==> src/hdl/host_port_pkg.sv <==
// Purpose: constants and carrier types for the host port second control register
// Assumes: byte-wide host port registers
// Notes:   error codes follow the two-bit status field layout
package host_port_pkg;
  localparam logic [3:0] ctrl_two_addr   = 4'h1;
  localparam logic [3:0] status_addr     = 4'h3;
  localparam logic [3:0] cfg_data_addr   = 4'h4;
  localparam int         bit_irq_cfg     = 0;
  localparam int         bit_irq_err     = 1;
  localparam int         bit_irq_usr     = 2;
  localparam int         bit_daisy       = 3;
  localparam int         bit_hold        = 4;
  localparam int         bit_user_mode   = 5;
  localparam logic [7:0] ctrl_two_reset  = 8'h00;
  localparam logic [7:0] ctrl_two_mask   = 8'h3f;
  localparam int         st_err_lsb      = 3;
  localparam logic [1:0] err_none        = 2'h0;
  localparam logic [1:0] err_ident       = 2'h1;
  localparam logic [1:0] err_checksum    = 2'h2;
  localparam logic [1:0] err_stop_align  = 2'h3;

  typedef struct packed {
    logic       wr;
    logic       rd;
    logic [3:0] addr;
    logic [7:0] wdata;
  } host_req_t;

  typedef struct packed {
    logic [7:0] ctrl_two;
    logic [7:0] rdata;
    logic       ack;
    logic       busy;
    logic       irq_n;
    logic       daisy_out_en;
    logic       user_mode_on;
    logic       ser_start;
    logic [7:0] ser_byte;
    logic [1:0] err_code;
    logic       usr_s1;
    logic       usr_s2;
  } ctrl_state_t;
endpackage

==> src/hdl/host_port_control_two.sv <==
// Purpose: host port second control register and the behaviour it steers
// Assumes: host strobes are one-cycle pulses on clock; user irq comes from another domain
// Notes:   status register bits other than the error field are supplied by the caller
//
// Summary of operation
// control register two is host writable and reads back written bits.
// bit 0 enables interrupt on daisy-chain configuration data request.
// bit 0 only acts during daisy-chain configuration.
// bit 1 enables interrupt on bit stream error while configuring.
// bit 2 forwards user interrupt when user request line is low.
// bit 3 passes configuration data to the daisy-chain output.
// bit 4 with bit 3 set withholds data write acknowledge until byte is serialized.
// bytes are serialized only while daisy-chain output enable is set.
// bit 4 clear acknowledges configuration data writes immediately.
// host should poll status or wait for interrupt before next byte.
// host sets user mode enable before configuration done rises.
// bit stream request also enables user mode, regardless of bit 5.
// status register is read only; writes leave it unchanged.
// reserved bits 6 and 7 ignore writes and read zero.
// user logic requests an interrupt by driving its line low.
// error field codes none, ident, checksum, stop-bit or alignment.
`timescale 1ns/1ps
`default_nettype none
module host_port_control_two
  import host_port_pkg::*;
(
  input  wire logic       clock,
  input  wire logic       sys_rst,
  input  wire host_req_t  host_req,
  input  wire logic       daisy_chain_mode,
  input  wire logic       config_mode,
  input  wire logic       cfg_data_request,
  input  wire logic       bit_stream_error,
  input  wire logic [1:0] bit_stream_error_code,
  input  wire logic       bitstream_user_mode,
  input  wire logic       user_irq_request_n,
  input  wire logic       ser_done,
  input  wire logic [7:0] status_other,
  output logic [7:0]      host_rdata,
  output logic            host_ack,
  output logic            host_irq_n,
  output logic            daisy_chain_output_enable,
  output logic            host_port_user_mode_enable,
  output logic            ser_start,
  output logic [7:0]      ser_byte,
  output logic [7:0]      ctrl_two
);
  ctrl_state_t s;
  ctrl_state_t next_s;

  logic user_irq_enable;
  logic cfg_irq_enable;
  logic err_irq_enable;
  logic hold_en;
  logic cfg_wr;
  logic irq_any;
  logic [7:0] status_byte;

  always_comb begin
    cfg_irq_enable  = s.ctrl_two[bit_irq_cfg];
    err_irq_enable  = s.ctrl_two[bit_irq_err];
    user_irq_enable = s.ctrl_two[bit_irq_usr];
    hold_en         = s.ctrl_two[bit_hold];
    cfg_wr          = host_req.wr && (host_req.addr == cfg_data_addr);
    status_byte     = status_other;
    status_byte[st_err_lsb +: 2] = s.err_code;
    irq_any = (cfg_irq_enable && daisy_chain_mode && cfg_data_request)
            || (err_irq_enable && config_mode && bit_stream_error)
            || (user_irq_enable && !s.usr_s2);
  end

  always_comb begin
    next_s           = s;
    next_s.usr_s1    = user_irq_request_n;
    next_s.usr_s2    = s.usr_s1;
    next_s.ack       = 1'b0;
    next_s.ser_start = 1'b0;
    if (bit_stream_error) begin
      next_s.err_code = bit_stream_error_code;
    end
    if (host_req.wr && host_req.addr == ctrl_two_addr) begin
      next_s.ctrl_two = host_req.wdata & ctrl_two_mask;
    end
    // status writes are acknowledged but store nothing, so a write never changes its contents
    if (host_req.wr && host_req.addr == status_addr) begin
      next_s.ack = 1'b1;
    end
    if (host_req.rd) begin
      next_s.ack = 1'b1;
      unique case (host_req.addr)
        ctrl_two_addr: next_s.rdata = s.ctrl_two;
        status_addr:   next_s.rdata = status_byte;
        default:       next_s.rdata = 8'h00;
      endcase
    end
    if (cfg_wr) begin
      next_s.ser_byte = host_req.wdata;
      next_s.ser_start = s.ctrl_two[bit_daisy];
      if (hold_en && s.ctrl_two[bit_daisy]) begin
        next_s.busy = 1'b1;
      end else begin
        next_s.ack = 1'b1;
      end
    end
    // without daisy enable nothing serializes, so a held ack would hang
    if (s.busy && (ser_done || !s.ctrl_two[bit_daisy])) begin
      next_s.busy = 1'b0;
      next_s.ack  = 1'b1;
    end
    next_s.irq_n        = !irq_any;
    next_s.daisy_out_en = s.ctrl_two[bit_daisy];
    next_s.user_mode_on = s.ctrl_two[bit_user_mode] || bitstream_user_mode;
  end

  always_ff @(posedge clock or posedge sys_rst) begin
    if (sys_rst) begin
      s <= '{ctrl_two: ctrl_two_reset, rdata: 8'h00, ack: 1'b0, busy: 1'b0,
             irq_n: 1'b1, daisy_out_en: 1'b0, user_mode_on: 1'b0, ser_start: 1'b0,
             ser_byte: 8'h00, err_code: err_none, usr_s1: 1'b1, usr_s2: 1'b1};
    end else begin
      s <= next_s;
    end
  end

  assign host_rdata                 = s.rdata;
  assign host_ack                   = s.ack;
  assign host_irq_n                 = s.irq_n;
  assign daisy_chain_output_enable  = s.daisy_out_en;
  assign host_port_user_mode_enable = s.user_mode_on;
  assign ser_start                  = s.ser_start;
  assign ser_byte                   = s.ser_byte;
  assign ctrl_two                   = s.ctrl_two;

  property p_ctrl_write;
    @(posedge clock) disable iff (sys_rst)
      (host_req.wr && host_req.addr == ctrl_two_addr)
        |=> (ctrl_two == ($past(host_req.wdata) & ctrl_two_mask));
  endproperty
  a_ctrl_write: assert property (p_ctrl_write) else $error("ctrl write lost");

  property p_reserved_zero;
    @(posedge clock) disable iff (sys_rst) ctrl_two[7:6] == 2'h0;
  endproperty
  a_reserved_zero: assert property (p_reserved_zero) else $error("reserved bits set");

  property p_cfg_irq;
    @(posedge clock) disable iff (sys_rst)
      (ctrl_two[bit_irq_cfg] && daisy_chain_mode && cfg_data_request) |=> !host_irq_n;
  endproperty
  a_cfg_irq: assert property (p_cfg_irq) else $error("cfg irq missing");

  property p_err_irq;
    @(posedge clock) disable iff (sys_rst)
      (ctrl_two[bit_irq_err] && config_mode && bit_stream_error) |=> !host_irq_n;
  endproperty
  a_err_irq: assert property (p_err_irq) else $error("err irq missing");

  property p_no_irq;
    @(posedge clock) disable iff (sys_rst)
      (ctrl_two[2:0] == 3'h0) |=> host_irq_n;
  endproperty
  a_no_irq: assert property (p_no_irq) else $error("irq while disabled");

  property p_usr_irq;
    @(posedge clock) disable iff (sys_rst)
      (ctrl_two[bit_irq_usr] && !user_irq_request_n)[*3] |=> !host_irq_n;
  endproperty
  a_usr_irq: assert property (p_usr_irq) else $error("user irq missing");

  property p_daisy_out;
    @(posedge clock) disable iff (sys_rst)
      1'b1 |=> (daisy_chain_output_enable == $past(ctrl_two[bit_daisy]));
  endproperty
  a_daisy_out: assert property (p_daisy_out) else $error("daisy enable wrong");

  property p_hold;
    @(posedge clock) disable iff (sys_rst)
      (cfg_wr && hold_en && ctrl_two[bit_daisy] && !host_req.rd) |=> !host_ack;
  endproperty
  a_hold: assert property (p_hold) else $error("ack not held");

  property p_immediate;
    @(posedge clock) disable iff (sys_rst) (cfg_wr && !hold_en) |=> host_ack;
  endproperty
  a_immediate: assert property (p_immediate) else $error("no immediate ack");

  property p_ser_gate;
    @(posedge clock) disable iff (sys_rst) ser_start |-> daisy_chain_output_enable;
  endproperty
  a_ser_gate: assert property (p_ser_gate) else $error("serialize without daisy");

  property p_user_mode;
    @(posedge clock) disable iff (sys_rst) bitstream_user_mode |=> host_port_user_mode_enable;
  endproperty
  a_user_mode: assert property (p_user_mode) else $error("user mode missing");

  property p_err_code;
    @(posedge clock) disable iff (sys_rst)
      bit_stream_error |=> (s.err_code == $past(bit_stream_error_code));
  endproperty
  a_err_code: assert property (p_err_code) else $error("error code wrong");

  // outside daisy-chain mode bit 0 alone must never pull the interrupt
  property p_cfg_only_daisy;
    @(posedge clock) disable iff (sys_rst)
      (!daisy_chain_mode && !ctrl_two[bit_irq_err] && !ctrl_two[bit_irq_usr]) |=> host_irq_n;
  endproperty
  a_cfg_only_daisy: assert property (p_cfg_only_daisy) else $error("cfg irq outside daisy");

  // a status write must not disturb the latched error field
  property p_status_ro;
    @(posedge clock) disable iff (sys_rst)
      (host_req.wr && host_req.addr == status_addr && !bit_stream_error) |=> $stable(s.err_code);
  endproperty
  a_status_ro: assert property (p_status_ro) else $error("status changed by write");

  // a held write is released by the serializer finishing its byte
  property p_busy_release;
    @(posedge clock) disable iff (sys_rst) (s.busy && ser_done) |=> host_ack;
  endproperty
  a_busy_release: assert property (p_busy_release) else $error("held ack not released");

  c_hold_release: cover property (@(posedge clock) disable iff (sys_rst)
    s.busy ##1 host_ack);
  c_usr_irq: cover property (@(posedge clock) disable iff (sys_rst) $fell(host_irq_n));
  c_ctrl_read: cover property (@(posedge clock) disable iff (sys_rst)
    host_req.rd && host_req.addr == ctrl_two_addr);
  c_held_start: cover property (@(posedge clock) disable iff (sys_rst)
    ser_start && s.busy);
  c_status_write: cover property (@(posedge clock) disable iff (sys_rst)
    host_req.wr && host_req.addr == status_addr);
endmodule
`default_nettype wire

==> config.mk <==
export PLATFORM = sky130hd
export DESIGN_NAME = host_port_control_two
export DESIGN_NICKNAME = d
export VERILOG_FILES = /design/src/hdl/host_port_pkg.sv /design/src/hdl/host_port_control_two.sv
export SDC_FILE = /design/constraint.sdc
export NUM_CORES = 1
export LEC_CHECK = 0
export BUFFER_PORTS_ARGS = -buffer_cell sky130_fd_sc_hd__buf_4
export CAP_MARGIN = 20
export CORE_MARGIN = 2
export CORE_UTILIZATION = 40
export DETAILED_ROUTE_END_ITERATION = 10
export PLACE_DENSITY = 0.66
export SLEW_MARGIN = 40
export SYNTH_ARGS = -nofsm -noshare
export SYNTH_HDL_FRONTEND = slang
export SYNTH_SLANG_ARGS = --single-unit
==> constraint.sdc <==
create_clock -name clock -period 1.55 [get_ports clock]
set_input_delay 0.0775 -clock clock [delete_from_list [all_inputs] [get_ports clock]]
set_output_delay 0.0775 -clock clock [all_outputs]
set_load 0.03 [all_outputs]
## After elaboration in Yosys (flattened, before gate mapping)

Index checks and enable logic that the tools add are counted.

- Word-level logic and storage cells: 43
- Bits of input ports: 33
- Bits in registers: 32
- Output and inout port bits: 29

- Eq/ne operators: 3
- Mux-type cells: 8
- Reduce and logical (&&, ||, !) cells: 20

Operator list:

| cell | count |
|---|---|
| one-hot mux 8 bit (2 select lines) | 1 |
| logical AND 1 bit | 10 |
| 2-to-1 mux 9 bit | 1 |
| == test 4 x 1 -> 1 bit, second input constant | 1 |
| == test 4 x 2 -> 1 bit, second input constant | 1 |
| == test 4 x 3 -> 1 bit, second input constant | 1 |
| logical OR 1 bit | 4 |
| 2-to-1 mux 1 bit | 4 |
| 2-to-1 mux 2 bit | 2 |
| nonzero test 2 bit | 2 |
| zero test 1 bit | 3 |
| AND reduction 2 bit | 1 |

## Logic depth before layout (Yosys ltp)

- Word-level depth: 7
- Mapped depth: 5
- Mapped depth without buffers: 3

## Worst setup path after synthesis

OpenSTA, ideal clock, no wires.

- Kind: input to register
- Start: in host_req[9] in the netlist's numbering
- End: reg s (netlist bit ser_byte[0])
- Arrival time: 0.968 ns
- Slack: 0.457 ns
- Cell stages on the path: 5
- Required time: 1.425 ns
- Path buffers: 2
- Setup time: 0.125 ns
- Path through: buf_4 nor2b_4 and2_1 buf_6 mux2_2

- Longest elaborated chain between the ends: 2

RTL lines:

| item | RTL line | RTL |
|---|---|---|
| start: declaration | host_port_control_two.sv:29 | `input wire host_req_t host_req,` |
| == test 4 x 3 -> 1 bit | host_port_control_two.sv:64 | `cfg_wr = host_req.wr && (host_req.addr == cfg_data_addr);` |
| logical AND 1 bit | host_port_control_two.sv:64 |  |
| end signal: assignment | host_port_control_two.sv:117 | `s <= '{ctrl_two: ctrl_two_reset, rdata: 8'h00, ack: 1'b0, busy: 1'b0,` |
| end signal: assignment | host_port_control_two.sv:121 | `s <= next_s;` |
| end: declaration | host_port_control_two.sv:48 | `ctrl_state_t s;` |

Every way passes these cells.
A chain may end at the register's enable or synchronous reset.

==> summary.md <==
| Metric | Value |
|---|---|
| Layout Skew | `5.57 ps` |
| Worst-skew pair later-pin latency | `290 ps` |
| Yosys cell types | `25` |
| Dpl hpwl | `2130 um` |
| CP endpoint | `host_irq_n` |
| Nets | `203` |
| Syn Area/Cell | `12.0 um2` |
| Pwr dens | `1190 nW/um2` |
| Mapped Cells | `127` |
| DRT antenna net count | `0` |
| CTS clk-pin slew, worst paths | `60 ps` |
| Top Family by Delay on Critical Path | `buffers and inverters` |
| Synthesized area | `1530 um2` |
| IO Count | `62` |
| Initial antenna violation count | `0` |
| Yosys reg bits | `32` |
| Synth warn | `0` |
| Ant. Diodes | `0` |
| Area leader, netlist | `dfrtp_1` |
| Initial DRT Pass Iterations | `3` |
| Routability cong. | `0.782` |
| Die Ht | `65.8 um` |
| H-Tree Depth | `2` |
| Initial Util | `41.7%` |
| Commonest cells post-synth | `dfrtp_1 (29), buf_4 (25), mux2_2 (22), inv_1 (11), o21ai_0 (8)` |
| Final Power | `0.00233 W` |
| Status | `finished, final reports clean` |
| Max Slew Vio Count | `0` |
| Vias per cell | `4.59` |
| DR iter-0 viols | `48` |
| Clock sinks | `32` |
| Combinational group share of total power | `29.0%` |
| All-Layer GR Usage | `15.1%` |
| Switching Fraction | `32.1%` |
| Via count | `1,006` |
| First-pass GRT wire length | `4760 um` |
| Normalized max-slew margin | `65.7%` |
| Leak Pwr | `0.944 nW` |
| Seq pwr share | `44.8%` |
| Crit path depth | `4` |
| CTS Buf Count | `5` |
| EDFF count, synth | `0` |
| Crit share post-route | `85.2%` |
| Ys flop type | `dfrtp_1` |
| Post-synth top area share | `47.5%` |
| Width of the die | `65.8 um` |
| Count leader, synth | `dfrtp_1` |
| CTS tree | `yes` |
| Worst reg2reg path startpoint | `ctrl_two[1]` |
| Buffers & Inverters on Critical Path | `1` |
| WP data arrival | `1550 ps` |
| Setup WS pre-CTS | `146 ps` |
| Clock buffer depth | `2` |
| DR DRC count | `0` |
| Dpl cells | `206` |
| Register area share after synthesis | `52.7%` |
| Largest net degree at the start of global routing | `33` |
| Slew @ Worst Pin | `514 ps` |
| Critical path peak fanout | `4` |
| Crit end category | `flop` |
| P_int | `0.00158 W` |
| Synth-to-Final Area Change | `27.8%` |
| Vias in the first global route | `1,079` |
| Net switching power | `0.000749 W` |
| Remaining global-route overflow | `0` |
| Ys async rst share | `100%` |
| Hold Crit Class | `primary input to flop` |
| Area of the die | `4330 um2` |
| Crit path cell chain | `nand3_1 -> o21ai_0 -> a31oi_1 -> dlygate4sd3_1` |
| Final WL | `2940 um` |
| Core ar. | `3660 um2` |
| RSZ-0062 raised after global routing | `false` |
| Worst R2R Path Depth | `4` |
| Setup slack, reg-to-reg | `230 ps` |
| Setup TNS | `0 ps` |
| Non-filler instance count after layout | `219` |
| Final Hold Fails | `0` |
| Critical path class | `flop to flop` |
| Setup crit start | `ctrl_two[1]` |
| FMAX | `757 MHz` |
| # rows | `22` |
| Max IR drop VDD | `0.669 mV` |
| Slowest stage cell, crit path | `dlygate4sd3_1` |
| Clock Power Share | `26.2%` |
| Reg-to-Reg End | `host_irq_n` |
| IO buf count | `57` |
| Max cap viols | `0` |
| Clock root buffer | `clkbuf_8` |
| Final Setup Violations | `0` |
| Main area contributors after synthesis | `dfrtp_1 (48%), mux2_2 (16%), buf_4 (12%), dfstp_2 (5.2%), inv_1 (2.7%)` |
| Fin crit period | `1320 ps` |
| Setup slack after layout | `230 ps` |
| Fraction of layout cells with a size suffix above 1 | `55.6%` |
| CP peak stage delay | `560 ps` |
| Required @ worst endpoint | `1780 ps` |
| CP startpoint kind | `flop` |
| Drt wl/cell | `13.4 um` |
what timing repair did:
action	CTS	global route
hold endpoints to repair	32	0
hold buffers	5	0
gates resized for setup	0	0
buffers inserted	0	0
power groups by stage:
stage / clock, W / sequential, W / combinational, W
6_report: 0.000611 / 0.00104 / 0.000677
5_1_grt: 0.000673 / 0.00106 / 0.000719
4_1_cts: 0.000633 / 0.00105 / 0.000685
3_5_place_dp: 0 / 0.00106 / 0.000668
3_3_place_gp: 0 / 0.00106 / 0.000656
2_1_floorplan: 0 / 0.00107 / 0.000511
worst min-delay path by stage:
stage                                  start          end  slack (ps)  cells past startpoint
finish              bit_stream_error_code[0]         s[2]          30                      2
global route                     host_req[6]  ser_byte[6]          20                      2
CTS                              host_req[6]  ser_byte[6]          10                      2
detailed placement                   sys_rst  ser_byte[6]         190                      3
global placement                     sys_rst  ser_byte[4]         190                      3
floorplan                 user_irq_request_n    next_s[0]          80                      0
cell type report:
type / count / area (um2)
Clock buffer: 7 / 76.3
Clock inverter: 1 / 5.00
Fill cell: 338 / 1710
Inverter: 11 / 41.3
Multi-Input combinational cell: 57 / 479
Sequential cell: 32 / 805
Tap cell: 48 / 60.1
Timing Repair Buffer: 63 / 485
cells by family after synthesis:
group,count (synthesis),synth area share (%)
buf+inv,39,16.2
other cells,1,0.245
simple gates,20,9.58
flops,32,52.7
compound gates,13,5.08
mux,22,16.2
stage by stage:
stage                     util, %  cell area, um2  hold WS (ps)
after floorplan                 -            1530          82.0
after global placement       49.7            1820           185
after detailed placement     49.7            1820           187
after CTS                    53.3            1950          14.7
after global routing         53.3            1950          21.2
final                        53.3            1950          25.7
metal layers:
metal / wire, um / global-route usage (%) / up-vias / part of all wire, %
met5: 0 / 0 / - / 0
met4: 34 / 5.47 / 0 / 1.2
met3: 264 / 6.81 / 4 / 9.0
met2: 1500 / 27.1 / 40 / 51
met1: 1140 / 15.2 / 477 / 39
li1: - / - / 485 / -
cells in the final DEF (no fill, tap or decap), types with 2 or more instances in the layout:
cell	count
inv_1	11
dfrtp_1	29
buf_4	58
nand4_1	2
dlygate4sd3_1	5
nand3_1	7
conb_1	2
clkbuf_1	2
o21ai_0	8
dfstp_2	3
mux2_2	22
a21boi_0	2
nand2_1	2
clkbuf_8	5
flip-flops by register name (all words and copies together) (netlist names):
register	cells
ser_start	1
host_irq_n	1
s	4
host_rdata	8
host_ack	1
ser_byte	8
next_s	1
daisy_chain_output_enable	1
ctrl_two	6
host_port_user_mode_enable	1
No activity file was read; power rests on OpenSTA's default activity.
